===== src/inc/cvt_defines.svh =====
// register indices, field positions, reset values and counts
`ifndef CVT_DEFINES_SVH
`define CVT_DEFINES_SVH

`define CVT_IDX_CUR_HI 8'h0E
`define CVT_IDX_CUR_LO 8'h0F
`define CVT_IDX_VSS_LO 8'h10
`define CVT_IDX_VSE_CTL 8'h11
`define CVT_IDX_VDE_LO 8'h12
`define CVT_IDX_PITCH_LO 8'h13
`define CVT_IDX_UL_MODE 8'h14
`define CVT_IDX_VBS_LO 8'h15
`define CVT_IDX_TIMING_LAST 8'h07
`define CVT_IDX_OVERFLOW 8'h07

`define CVT_VSE_WPROT 7
`define CVT_VSE_REFRESH 6
`define CVT_VSE_IRQ_DIS 5
`define CVT_VSE_IRQ_CLR 4
`define CVT_UL_DWORD 6
`define CVT_UL_CNT4 5

`define CVT_REG_RESET 8'h00
`define CVT_RD_NONE 8'h00
`define CVT_MASK_ALL 8'hFF
`define CVT_MASK_LC8 8'h10

`define CVT_REFRESH_LO 3'h3
`define CVT_REFRESH_HI 3'h5
`define CVT_MA_DIV_LAST 2'h3
`define CVT_VSYNC_MAX_LINES 5'h10

`endif


===== src/inc/cvt_pkg.sv =====
// types shared by the vertical timing and cursor block
package cvt_pkg;

    // fields held in neighbouring registers of the controller
    typedef struct packed {
        logic readback_en;
        logic [1:0] vss_hi;
        logic [1:0] vde_hi;
        logic vbs_b8;
        logic vbs_b9;
        logic [4:0] cell_height;
        logic byte_mode;
        logic pitch_b8;
        logic [15:0] start_addr;
        logic [9:0] vtotal;
    } cvt_ext_t;

    typedef struct packed {
        logic [7:0] cur_hi;
        logic [7:0] cur_lo;
        logic [7:0] vss_lo;
        logic [7:0] vse_ctl;
        logic [7:0] vde_lo;
        logic [7:0] pitch_lo;
        logic [7:0] ul_mode;
        logic [7:0] vbs_lo;
    } cvt_regs_t;

    typedef enum logic [1:0] {
        CVT_RF_IDLE = 2'b01,
        CVT_RF_RUN = 2'b10
    } cvt_rf_t;

    typedef struct packed {
        logic [7:0] idx;
        cvt_regs_t regs;
        logic [7:0] rdata;
        logic twr;
        logic [7:0] twr_idx;
        logic [7:0] twr_data;
        logic [7:0] twr_mask;
        logic hs_d;
        logic ch_d;
        logic [9:0] scan;
        logic [4:0] cell_row;
        logic [15:0] row_start;
        logic [15:0] ma_cnt;
        logic [1:0] ma_div;
        cvt_rf_t rf;
        logic [2:0] rf_cnt;
        logic refresh;
        logic vsync;
        logic vblank;
        logic vdisp;
        logic pending;
        logic irq_n;
        logic ul;
        logic cur_hit;
        logic [15:0] mem_addr;
    } cvt_state_t;

endpackage


===== src/verilog/cvt_crtc_vtiming.sv =====
// vertical timing, cursor location and address mode registers
//
// Overview of operation
// - cursor position is high byte plus low byte
// - cursor compares absolute memory address counter
// - sync start is overflow bits plus low byte
// - sync registers read back only when enabled
// - write protect blocks timing writes except LC8
// - three or five refresh cycles per line
// - interrupt disable keeps interrupt output high
// - clear bit low clears pending, rearm by one
// - sync ends when low four bits match
// - sync pulse limited to sixteen scanlines
// - display end is overflow bits plus low byte
// - pitch is nine bits with extension bit
// - next row start is previous plus pitch
// - pitch shifted left in word mode
// - doubleword mode rotates address bits 13:0 left two
// - word or byte addressing outside doubleword mode
// - count by four divides address counter clock
// - underline on selected cell scanline
// - blanking start is ten bits from three registers
`timescale 1ns/1ps
`include "cvt_defines.svh"
module cvt_crtc_vtiming (
    // clock and reset
    input wire logic CLK_SYS,
    input wire logic NRST,
    // indexed register port
    input wire logic IO_INDEX_WR,
    input wire logic IO_DATA_WR,
    input wire logic IO_DATA_RD,
    input wire logic [7:0] IO_WDATA,
    output logic [7:0] IO_RDATA,
    // writes passed on to timing registers 0 to 7
    output logic TIMING_WR,
    output logic [7:0] TIMING_WR_IDX,
    output logic [7:0] TIMING_WR_DATA,
    output logic [7:0] TIMING_WR_MASK,
    // fields from neighbouring registers
    input cvt_pkg::cvt_ext_t EXT_CFG,
    // display pins
    input wire logic HSYNC_IN,
    input wire logic CHAR_CLK_IN,
    // timing outputs
    output logic VSYNC,
    output logic VBLANK,
    output logic VDISP,
    output logic IRQ_OUT_N,
    output logic VINT_PENDING,
    // memory address and text outputs
    output logic [15:0] DISPLAY_MEM_ADDR,
    output logic REFRESH_REQ,
    output logic UNDERLINE,
    output logic CURSOR_HIT,
    output logic [15:0] CURSOR_POS
);
    import cvt_pkg::*;

    cvt_state_t r;
    cvt_state_t n;
    logic [1:0] pin_s;
    logic hs_s;
    logic ch_s;
    logic hs_edge;
    logic ch_edge;
    logic [9:0] vss;
    logic [9:0] vde;
    logic [9:0] vbs;
    logic [8:0] pitch9;
    logic [15:0] pitch_eff;
    logic [9:0] nscan;
    logic frame;
    logic row_end;
    logic vs_start;
    logic wp;

    function automatic logic in_timing(input logic [7:0] i);
        in_timing = (i <= `CVT_IDX_TIMING_LAST);
    endfunction

    function automatic logic [15:0] rot_addr(input logic [15:0] c,
                                             input logic dw,
                                             input logic bm);
        if (dw) begin
            rot_addr = {c[15:14], c[11:0], c[13:12]};
        end else if (bm) begin
            rot_addr = c;
        end else begin
            rot_addr = {c[14:0], c[15]};
        end
    endfunction

    cvt_sync2 u_sync (
        .clk(CLK_SYS),
        .rst_n(NRST),
        .d({HSYNC_IN, CHAR_CLK_IN}),
        .q(pin_s)
    );

    assign hs_s = pin_s[1];
    assign ch_s = pin_s[0];
    assign hs_edge = hs_s & ~r.hs_d;
    assign ch_edge = ch_s & ~r.ch_d;

    // assembled fields
    assign vss = {EXT_CFG.vss_hi, r.regs.vss_lo};
    assign vde = {EXT_CFG.vde_hi, r.regs.vde_lo};
    assign vbs = {EXT_CFG.vbs_b9, EXT_CFG.vbs_b8, r.regs.vbs_lo};
    assign pitch9 = {EXT_CFG.pitch_b8, r.regs.pitch_lo};
    assign pitch_eff = EXT_CFG.byte_mode ? {7'h00, pitch9}
                                         : {6'h00, pitch9, 1'b0};
    assign wp = r.regs.vse_ctl[`CVT_VSE_WPROT];
    assign nscan = (r.scan == EXT_CFG.vtotal) ? 10'h000
                                               : r.scan + 10'h001;

    always_comb begin
        n = r;
        frame = 1'b0;
        row_end = 1'b0;
        vs_start = 1'b0;
        n.twr = 1'b0;
        n.refresh = 1'b0;
        n.hs_d = hs_s;
        n.ch_d = ch_s;

        // register port
        if (IO_DATA_WR) begin
            case (r.idx)
                `CVT_IDX_CUR_HI: begin
                    n.regs.cur_hi = IO_WDATA;
                end
                `CVT_IDX_CUR_LO: begin
                    n.regs.cur_lo = IO_WDATA;
                end
                `CVT_IDX_VSS_LO: begin
                    n.regs.vss_lo = IO_WDATA;
                end
                `CVT_IDX_VSE_CTL: begin
                    n.regs.vse_ctl = IO_WDATA;
                end
                `CVT_IDX_VDE_LO: begin
                    n.regs.vde_lo = IO_WDATA;
                end
                `CVT_IDX_PITCH_LO: begin
                    n.regs.pitch_lo = IO_WDATA;
                end
                `CVT_IDX_UL_MODE: begin
                    n.regs.ul_mode = IO_WDATA;
                end
                `CVT_IDX_VBS_LO: begin
                    n.regs.vbs_lo = IO_WDATA;
                end
                default: begin
                    n.regs = r.regs;
                end
            endcase
            if (in_timing(r.idx) && (!wp ||
                r.idx == `CVT_IDX_OVERFLOW)) begin
                n.twr = 1'b1;
                n.twr_idx = r.idx;
                n.twr_data = IO_WDATA;
                n.twr_mask = wp ? `CVT_MASK_LC8 : `CVT_MASK_ALL;
            end
        end
        if (IO_INDEX_WR) begin
            n.idx = IO_WDATA;
        end
        if (IO_DATA_RD) begin
            case (r.idx)
                `CVT_IDX_CUR_HI: begin
                    n.rdata = r.regs.cur_hi;
                end
                `CVT_IDX_CUR_LO: begin
                    n.rdata = r.regs.cur_lo;
                end
                `CVT_IDX_VSS_LO: begin
                    n.rdata = EXT_CFG.readback_en ? r.regs.vss_lo
                                                  : `CVT_RD_NONE;
                end
                `CVT_IDX_VSE_CTL: begin
                    n.rdata = EXT_CFG.readback_en ? r.regs.vse_ctl
                                                  : `CVT_RD_NONE;
                end
                `CVT_IDX_VDE_LO: begin
                    n.rdata = r.regs.vde_lo;
                end
                `CVT_IDX_PITCH_LO: begin
                    n.rdata = r.regs.pitch_lo;
                end
                `CVT_IDX_UL_MODE: begin
                    n.rdata = r.regs.ul_mode;
                end
                `CVT_IDX_VBS_LO: begin
                    n.rdata = r.regs.vbs_lo;
                end
                default: begin
                    n.rdata = `CVT_RD_NONE;
                end
            endcase
        end

        // character clock: address counter and refresh
        if (ch_edge) begin
            n.ma_div = r.ma_div + 2'h1;
            if (!r.regs.ul_mode[`CVT_UL_CNT4] ||
                r.ma_div == `CVT_MA_DIV_LAST) begin
                n.ma_cnt = r.ma_cnt + 16'h0001;
            end
        end
        case (r.rf)
            CVT_RF_IDLE: begin
                n.rf = CVT_RF_IDLE;
            end
            CVT_RF_RUN: begin
                if (ch_edge) begin
                    n.refresh = 1'b1;
                    n.rf_cnt = r.rf_cnt - 3'h1;
                    if (r.rf_cnt == 3'h1) begin
                        n.rf = CVT_RF_IDLE;
                    end
                end
            end
            default: begin
                n.rf = CVT_RF_IDLE;
            end
        endcase

        // horizontal sync: next scanline
        if (hs_edge) begin
            n.scan = nscan;
            frame = (nscan == 10'h000);
            n.rf = CVT_RF_RUN;
            n.rf_cnt = r.regs.vse_ctl[`CVT_VSE_REFRESH] ? `CVT_REFRESH_HI
                                                       : `CVT_REFRESH_LO;
            if (frame) begin
                n.cell_row = 5'h00;
                n.vdisp = 1'b1;
                n.vblank = 1'b0;
                n.row_start = EXT_CFG.start_addr;
            end else begin
                if (r.cell_row == EXT_CFG.cell_height) begin
                    n.cell_row = 5'h00;
                    row_end = 1'b1;
                end else begin
                    n.cell_row = r.cell_row + 5'h01;
                end
                if (nscan == vde) begin
                    n.vdisp = 1'b0;
                end
                if (nscan == vbs) begin
                    n.vblank = 1'b1;
                end
                if (row_end) begin
                    n.row_start = r.row_start + pitch_eff;
                end
            end
            n.ma_cnt = n.row_start;
            n.ma_div = 2'h0;
            if (nscan == vss) begin
                n.vsync = 1'b1;
                vs_start = 1'b1;
            end else if (r.vsync &&
                nscan[3:0] == r.regs.vse_ctl[3:0]) begin
                n.vsync = 1'b0;
            end
        end

        // vertical interrupt; a held clear bit keeps the flag low
        if (vs_start && r.regs.vse_ctl[`CVT_VSE_IRQ_CLR]) begin
            n.pending = 1'b1;
        end
        if (!n.regs.vse_ctl[`CVT_VSE_IRQ_CLR]) begin
            n.pending = 1'b0;
        end
        n.irq_n = ~(n.pending &
                    ~n.regs.vse_ctl[`CVT_VSE_IRQ_DIS]);

        // text and address outputs
        n.ul = (n.cell_row == n.regs.ul_mode[4:0]);
        n.cur_hit = (n.ma_cnt == {n.regs.cur_hi, n.regs.cur_lo});
        n.mem_addr = rot_addr(n.ma_cnt,
                              n.regs.ul_mode[`CVT_UL_DWORD],
                              EXT_CFG.byte_mode);
    end

    always_ff @(posedge CLK_SYS or negedge NRST) begin
        if (!NRST) begin
            r <= '0;
            r.regs <= {8{`CVT_REG_RESET}};
            r.irq_n <= 1'b1;
            r.rf <= CVT_RF_IDLE;
            // zero row and counter match zero fields
            r.ul <= 1'b1;
            r.cur_hit <= 1'b1;
        end else begin
            r <= n;
        end
    end

    assign IO_RDATA = r.rdata;
    assign TIMING_WR = r.twr;
    assign TIMING_WR_IDX = r.twr_idx;
    assign TIMING_WR_DATA = r.twr_data;
    assign TIMING_WR_MASK = r.twr_mask;
    assign VSYNC = r.vsync;
    assign VBLANK = r.vblank;
    assign VDISP = r.vdisp;
    assign IRQ_OUT_N = r.irq_n;
    assign VINT_PENDING = r.pending;
    assign DISPLAY_MEM_ADDR = r.mem_addr;
    assign REFRESH_REQ = r.refresh;
    assign UNDERLINE = r.ul;
    assign CURSOR_HIT = r.cur_hit;
    assign CURSOR_POS = {r.regs.cur_hi, r.regs.cur_lo};

    // helper: scanlines spent in vertical sync
    logic [4:0] vs_lines_r;
    always_ff @(posedge CLK_SYS or negedge NRST) begin
        if (!NRST) begin
            vs_lines_r <= 5'h00;
        end else if (!r.vsync) begin
            vs_lines_r <= 5'h00;
        end else if (hs_edge && vs_lines_r != 5'h1F) begin
            vs_lines_r <= vs_lines_r + 5'h01;
        end
    end
endmodule


===== src/verilog/cvt_sync2.sv =====
// two-stage synchroniser for the display pins
`timescale 1ns/1ps
module cvt_sync2 (
    // clock and reset
    input wire logic clk,
    input wire logic rst_n,
    // pins in, synchronised out
    input wire logic [1:0] d,
    output logic [1:0] q
);
    logic [1:0] meta_r;

    always_ff @(posedge clk or negedge rst_n) begin
        if (!rst_n) begin
            meta_r <= 2'h0;
            q <= 2'h0;
        end else begin
            meta_r <= d;
            q <= meta_r;
        end
    end
endmodule

===== config.mk =====
export PLATFORM = sky130hd
export DESIGN_NAME = cvt_crtc_vtiming
export DESIGN_NICKNAME = d
export VERILOG_FILES = /design/src/inc/cvt_pkg.sv /design/src/verilog/cvt_crtc_vtiming.sv /design/src/verilog/cvt_sync2.sv
export VERILOG_INCLUDE_DIRS = /design/src /design/src/inc
export SDC_FILE = /design/constraint.sdc
export NUM_CORES = 1
export LEC_CHECK = 0
export ABC_AREA = 1
export BUFFER_PORTS_ARGS = -buffer_cell sky130_fd_sc_hd__buf_4
export CAP_MARGIN = 20
export CORE_MARGIN = 2
export CORE_UTILIZATION = 55
export CTS_CLUSTER_SIZE = 10
export DETAILED_ROUTE_END_ITERATION = 16
export PLACE_DENSITY = 0.76
export SYNTH_ARGS = -nofsm -noshare
export SYNTH_HDL_FRONTEND = slang
export SYNTH_SLANG_ARGS = --single-unit

===== constraint.sdc =====
create_clock -name CLK_SYS -period 6.32 [get_ports CLK_SYS]
set_input_delay 0.948 -clock CLK_SYS [delete_from_list [all_inputs] [get_ports CLK_SYS]]
set_output_delay 0.948 -clock CLK_SYS [all_outputs]
set_load 0.1 [all_outputs]

Word level (Yosys, flattened, before mapping)
Index checks and enable logic that the tools add are counted.

Flip-flop bits (word level): 189. Bits in latches: 0. Memory bits (writable): 0. Bits in read-only memories: 0. Input bits: 55. Output and inout port bits: 73. Logic and storage cells: 139. Memories: 0.

Add/subtract/negate cells: 6. Multiply operators: 0. Div/mod/pow operators: 0. $lt $le $gt $ge: 1. Equality and inequality tests: 22. Shift operators: 0. Multiplexer cells: 42. Bitwise gates (word level): 7. Reductions and logical operators: 25.

Operators with widths (count): $mux W8 (11); $mux W16 (4); $mux W64 (1); $pmux W8 S8 (1); $mux W25 (2); $eq A8 B5 Y1 const B (6); $mux W44 (1); $eq A10 B10 Y1 (4); $reduce_and A2 Y1 (12); $mux W21 (1); $mux W10 (2); $mux W18 (1); $add A16 B1 Y16 const B (1); $add A16 B10 Y16 (1); $eq A16 B16 Y1 (1); $eq A8 B4 Y1 const B (2); $mux W1 (11); $add A10 B1 Y10 const B (1); $eq A5 B5 Y1 (2); $logic_not A10 Y1 (1); $reduce_bool A2 Y1 (5); $eq A8 B3 Y1 const B (1); $le A8 B3 Y1 const B (1); $mux W2 (3); other kinds (16) (27).

Longest topological paths before layout
Depth after elaboration: 10. Mapped depth: 24. Mapped depth without buffers: 22.

By module
From an unflattened synthesis, not the netlist that was laid out.

Cells, all modules: 1418. Area total of the unflattened synthesis: 10680.2 um2.

By module, submodules not included: cvt_crtc_vtiming (instances 1, cells each 1414, area each 10580.1 um2, sequential area each 4484.3 um2); cvt_sync2 (instances 1, cells each 4, area each 100.1 um2, sequential area each 100.1 um2).

Least setup slack after synthesis
OpenSTA, ideal clock, no wires.

Path type: input -> register. Start point: in EXT_CFG[27] in the netlist's numbering. End point: reg r (netlist bit CURSOR_HIT). Library setup time: 0.067 ns. Data arrival time: 3.335 ns. Required time: 6.253 ns. Setup slack: 2.918 ns. Stages: 20. Buffers on the path: 2. Cell sequence: clkbuf_1 clkbuf_1 nand2_1 o21ai_0 ha_1 or2_2 nand3_1 nand2_1 a21o_1 nand4_1 nand2_1 nand2_1 nand3_1 nand2_1 nand2_1 nand2_1 nand2_1 nor2_1 nand2_1 nor2_1.

RTL lines: start: declaration (line cvt_crtc_vtiming.sv:41) `input cvt_pkg::cvt_ext_t EXT_CFG,`; end signal: assignment (line cvt_crtc_vtiming.sv:297) `r <= n;`; end: declaration (line cvt_crtc_vtiming.sv:60) `cvt_state_t r;`.

==> impl_metrics.ini <==
[route]
via_per_inst = 5.51
dr.pass1.iters = 6
drc = 0
first_iter_violations = 1118
ant_nets = 0
vias = 9755
drt-total-wl_um = 30900
post_drt_wl_per_cell_um = 17.5

[synth]
synth_cells = 1440
synth_cell_type_count = 52
syn_area_per_cell_um2 = 7.52
syn_area_mm2 = 0.0108
yosysWarnings = 0
synth_fp_nets = 1512
synth-edff-count = 0
ys_async_sr_fraction = 1.00
synth_ff_type = dfrtp_1
synth_seq_area_share = 0.423
synth.ff_latch_count = 183

[final_layout]
multi_input_area_mm2 = 0.00485
finalNetCount = 1563
area_delta_synth_final_pct = 12.2
register_area_mm2 = 0.00458
final_common_cell = nand2_1
fill_cells = 1752
antennaDiodeCount = 0
final_cell_mix = nand2_1, inv_1, dfrtp_1
fin_util = 0.626
drive_gt1_frac = 0.156

[floorplan]
core_area_mm2 = 0.0194
floorplan.die_area_mm2 = 0.0208
die_h_um = 144
ios = 128
fp.dieW_um = 144
initial_utilization = 0.558
std_cell_rows = 51

[outcome]
outcome = finished clean

[power_and_ir_drop]
intPower_w = 0.00254
power_frac_comb = 0.403
p_per_area_mw_per_mm2 = 381
leakage_nw = 6.17
p_seq_frac = 0.344
swShare = 0.451
max-vdd-ir-drop_mv = 0.194
clkPwrFrac = 0.253
p_switching_w = 0.00209

[clock_tree]
cts.sinks = 183
cts.reportedPaths.clkPinSlew_ps = 80
cts_tree = done
cts_inserted_buffers = 17
htreeDepth = 4
insertion_delay_ps = 450
cts_resized = 0
hold_buffers = 0
postCtsSetupRepairBufs = 0
root_buffer = clkbuf_16
clock_path_buffers = 2

[setup_path]
cp_data_arrival_time_ps = 3650
cp-end-kind = flip-flop
crit_buf_inv = 3
critPathTopFamily = simple AND/OR/NAND/NOR gates
start_kind = primary input
required_ps = 6690
slowest_stage = inv_1
cpMostUsedCell = nand2_1
cpPeakStageDelay_ps = 680
crit_type = in -> reg
crit_fanout = 20
cp_cell_sequence = buf_4, inv_1, nand2_1, a21oi_1, nand3_1, inv_1, nand3_1, nand2_1, nand2_1, nand2_1, nand3_1, nand2_1, nand2_1, nand2_1, nand2_1, nor2_1, nand2_1, nor2_1

[placed_design]
dp.final_hpwl_um = 23300
gp_congestion = 1.04
portBuffers = 127

[grt]
overflow = 0
grtUsageTotal = 0.308
grt_pass1_vias = 9047
grt_pass1_wl_um = 48200
antenna_found_initial = 0
grt_max_degree = 69

[timing]
rsz0062_at_grt = no
fin_skew_ps = 11.3
setup_viol = 0
report.final.slew_viol_count = 0
min_period_ps = 3270
tightest_slew_ps = 979
tns_ps = 0
period_share = 0.518
clock.fmax_mhz = 306
relSlewSlack = 0.345
hold_viol = 0

[job]
maxCapViolCount = 0

[hold_path]
hold_path_class = reg -> reg
[synth_stat cells (8+ instances only)]
master	count	share of area
nand2_2	19	0.011
nand2_1	402	0.14
nand3_1	92	0.043
buf_4	67	0.046
nand3b_1	16	0.011
clkbuf_1	23	0.0080
nor3_1	25	0.012
a21oi_1	29	0.013
nor2_1	72	0.025
dfrtp_1	179	0.41
inv_2	14	0.0049
xor2_1	27	0.022
o21ai_0	143	0.066
ha_1	16	0.018
inv_1	188	0.065
nand4_1	13	0.0075
o22ai_1	24	0.014
or2_2	8	0.0046
[state kept, by name, indices dropped and copies added (netlist names), 2 cells and up]
name and count:
TIMING_WR_IDX 8, u_sync.meta_r 2, pitch9 8, u_sync.q 2, TIMING_WR_MASK 2, r 104
IO_RDATA 8, CURSOR_POS 16, DISPLAY_MEM_ADDR 16, TIMING_WR_DATA 8
[worst reg2reg max path, cell delays in order (launching register included)]
cell     delay [ps]
dfrtp_1         460
xor2_1          190
nor2_1           90
nand3_1         480
inv_1           690
nand3_1         150
nand2_1          90
nand2_1          50
nand2_1          60
nand3_1         130
nand2_1         210
nand2_1          70
nand2_1          60
nand2_1          60
nor2_1          130
nand2_1          60
nor2_1          100
[cell type report]
cell class / instances / share of cell area
repair buffers: 131 / 0.0812
multi-input cells: 955 / 0.399
inverters: 203 / 0.0627
clock inverters: 14 / 0.0166
clock buffers: 18 / 0.0361
flip-flops and latches: 183 / 0.377
well taps: 265 / 0.0273
[through the flow]
step | area, um^2 | hold WS (ps) | std cells | setup WS [ps] | power [W]
global placement | 11500 | 336 | 1737 | 2730 | 0.00343
floorplan | 10800 | 331 | 1440 | 2920 | 0.00309
finish | 12200 | 357 | 1769 | 3050 | 0.00463
detailed placement | 11500 | 338 | 1737 | 2740 | 0.00345
CTS | 12200 | 358 | 1769 | 3150 | 0.00463
global route | 12200 | 378 | 1769 | 2830 | 0.00488
[path summary, 6_finish.rpt]
path | start | end | cells past startpoint | slack [ps]
min reg2reg | u_sync.meta_r[1] | u_sync.q[1] | 0 | 360
max | EXT_CFG[29] | CURSOR_HIT | 18 | 3050
min in group asynchronous | NRST | TIMING_WR_DATA[5] | 1 | 450
max in group asynchronous | NRST | r[30] | 2 | 4590
max reg2reg | r[66] | CURSOR_HIT | 16 | 3180
min | u_sync.meta_r[1] | u_sync.q[1] | 0 | 360
[power groups by stage]
stage	Sequential [W]	Clock, W	Combinational (W)
3_3_place_gp	0.00160	0	0.00182
6_report	0.00159	0.00117	0.00186
5_1_grt	0.00162	0.00123	0.00203
3_5_place_dp	0.00161	0	0.00185
4_1_cts	0.00159	0.00118	0.00186
2_1_floorplan	0.00161	0	0.00148
[routing by layer]
layer | vias up | wire length, um | track usage
li1 | 4676 | - | -
met1 | 4587 | 13500 | 0.436
met2 | 444 | 13900 | 0.470
met3 | 48 | 2830 | 0.0742
met4 | 0 | 676 | 0.0950
met5 | - | 0 | 0
[logic make-up (layout without fill, tap and decap cells)]
| kind of cell | after synthesis | in the layout | share of synthesized area |
|---|---|---|---|
| xor gates and xnor gates | 33 | 33 | 0.0274 |
| buffers and inverters | 302 | 366 | 0.130 |
| AOI/OAI and AO/OA | 233 | 233 | 0.122 |
| and+or+nand+nor | 672 | 672 | 0.277 |
| adders and majority gates | 17 | 17 | 0.0203 |
| DFF | 183 | 183 | 0.423 |
No activity file was read; power rests on OpenSTA's default activity.
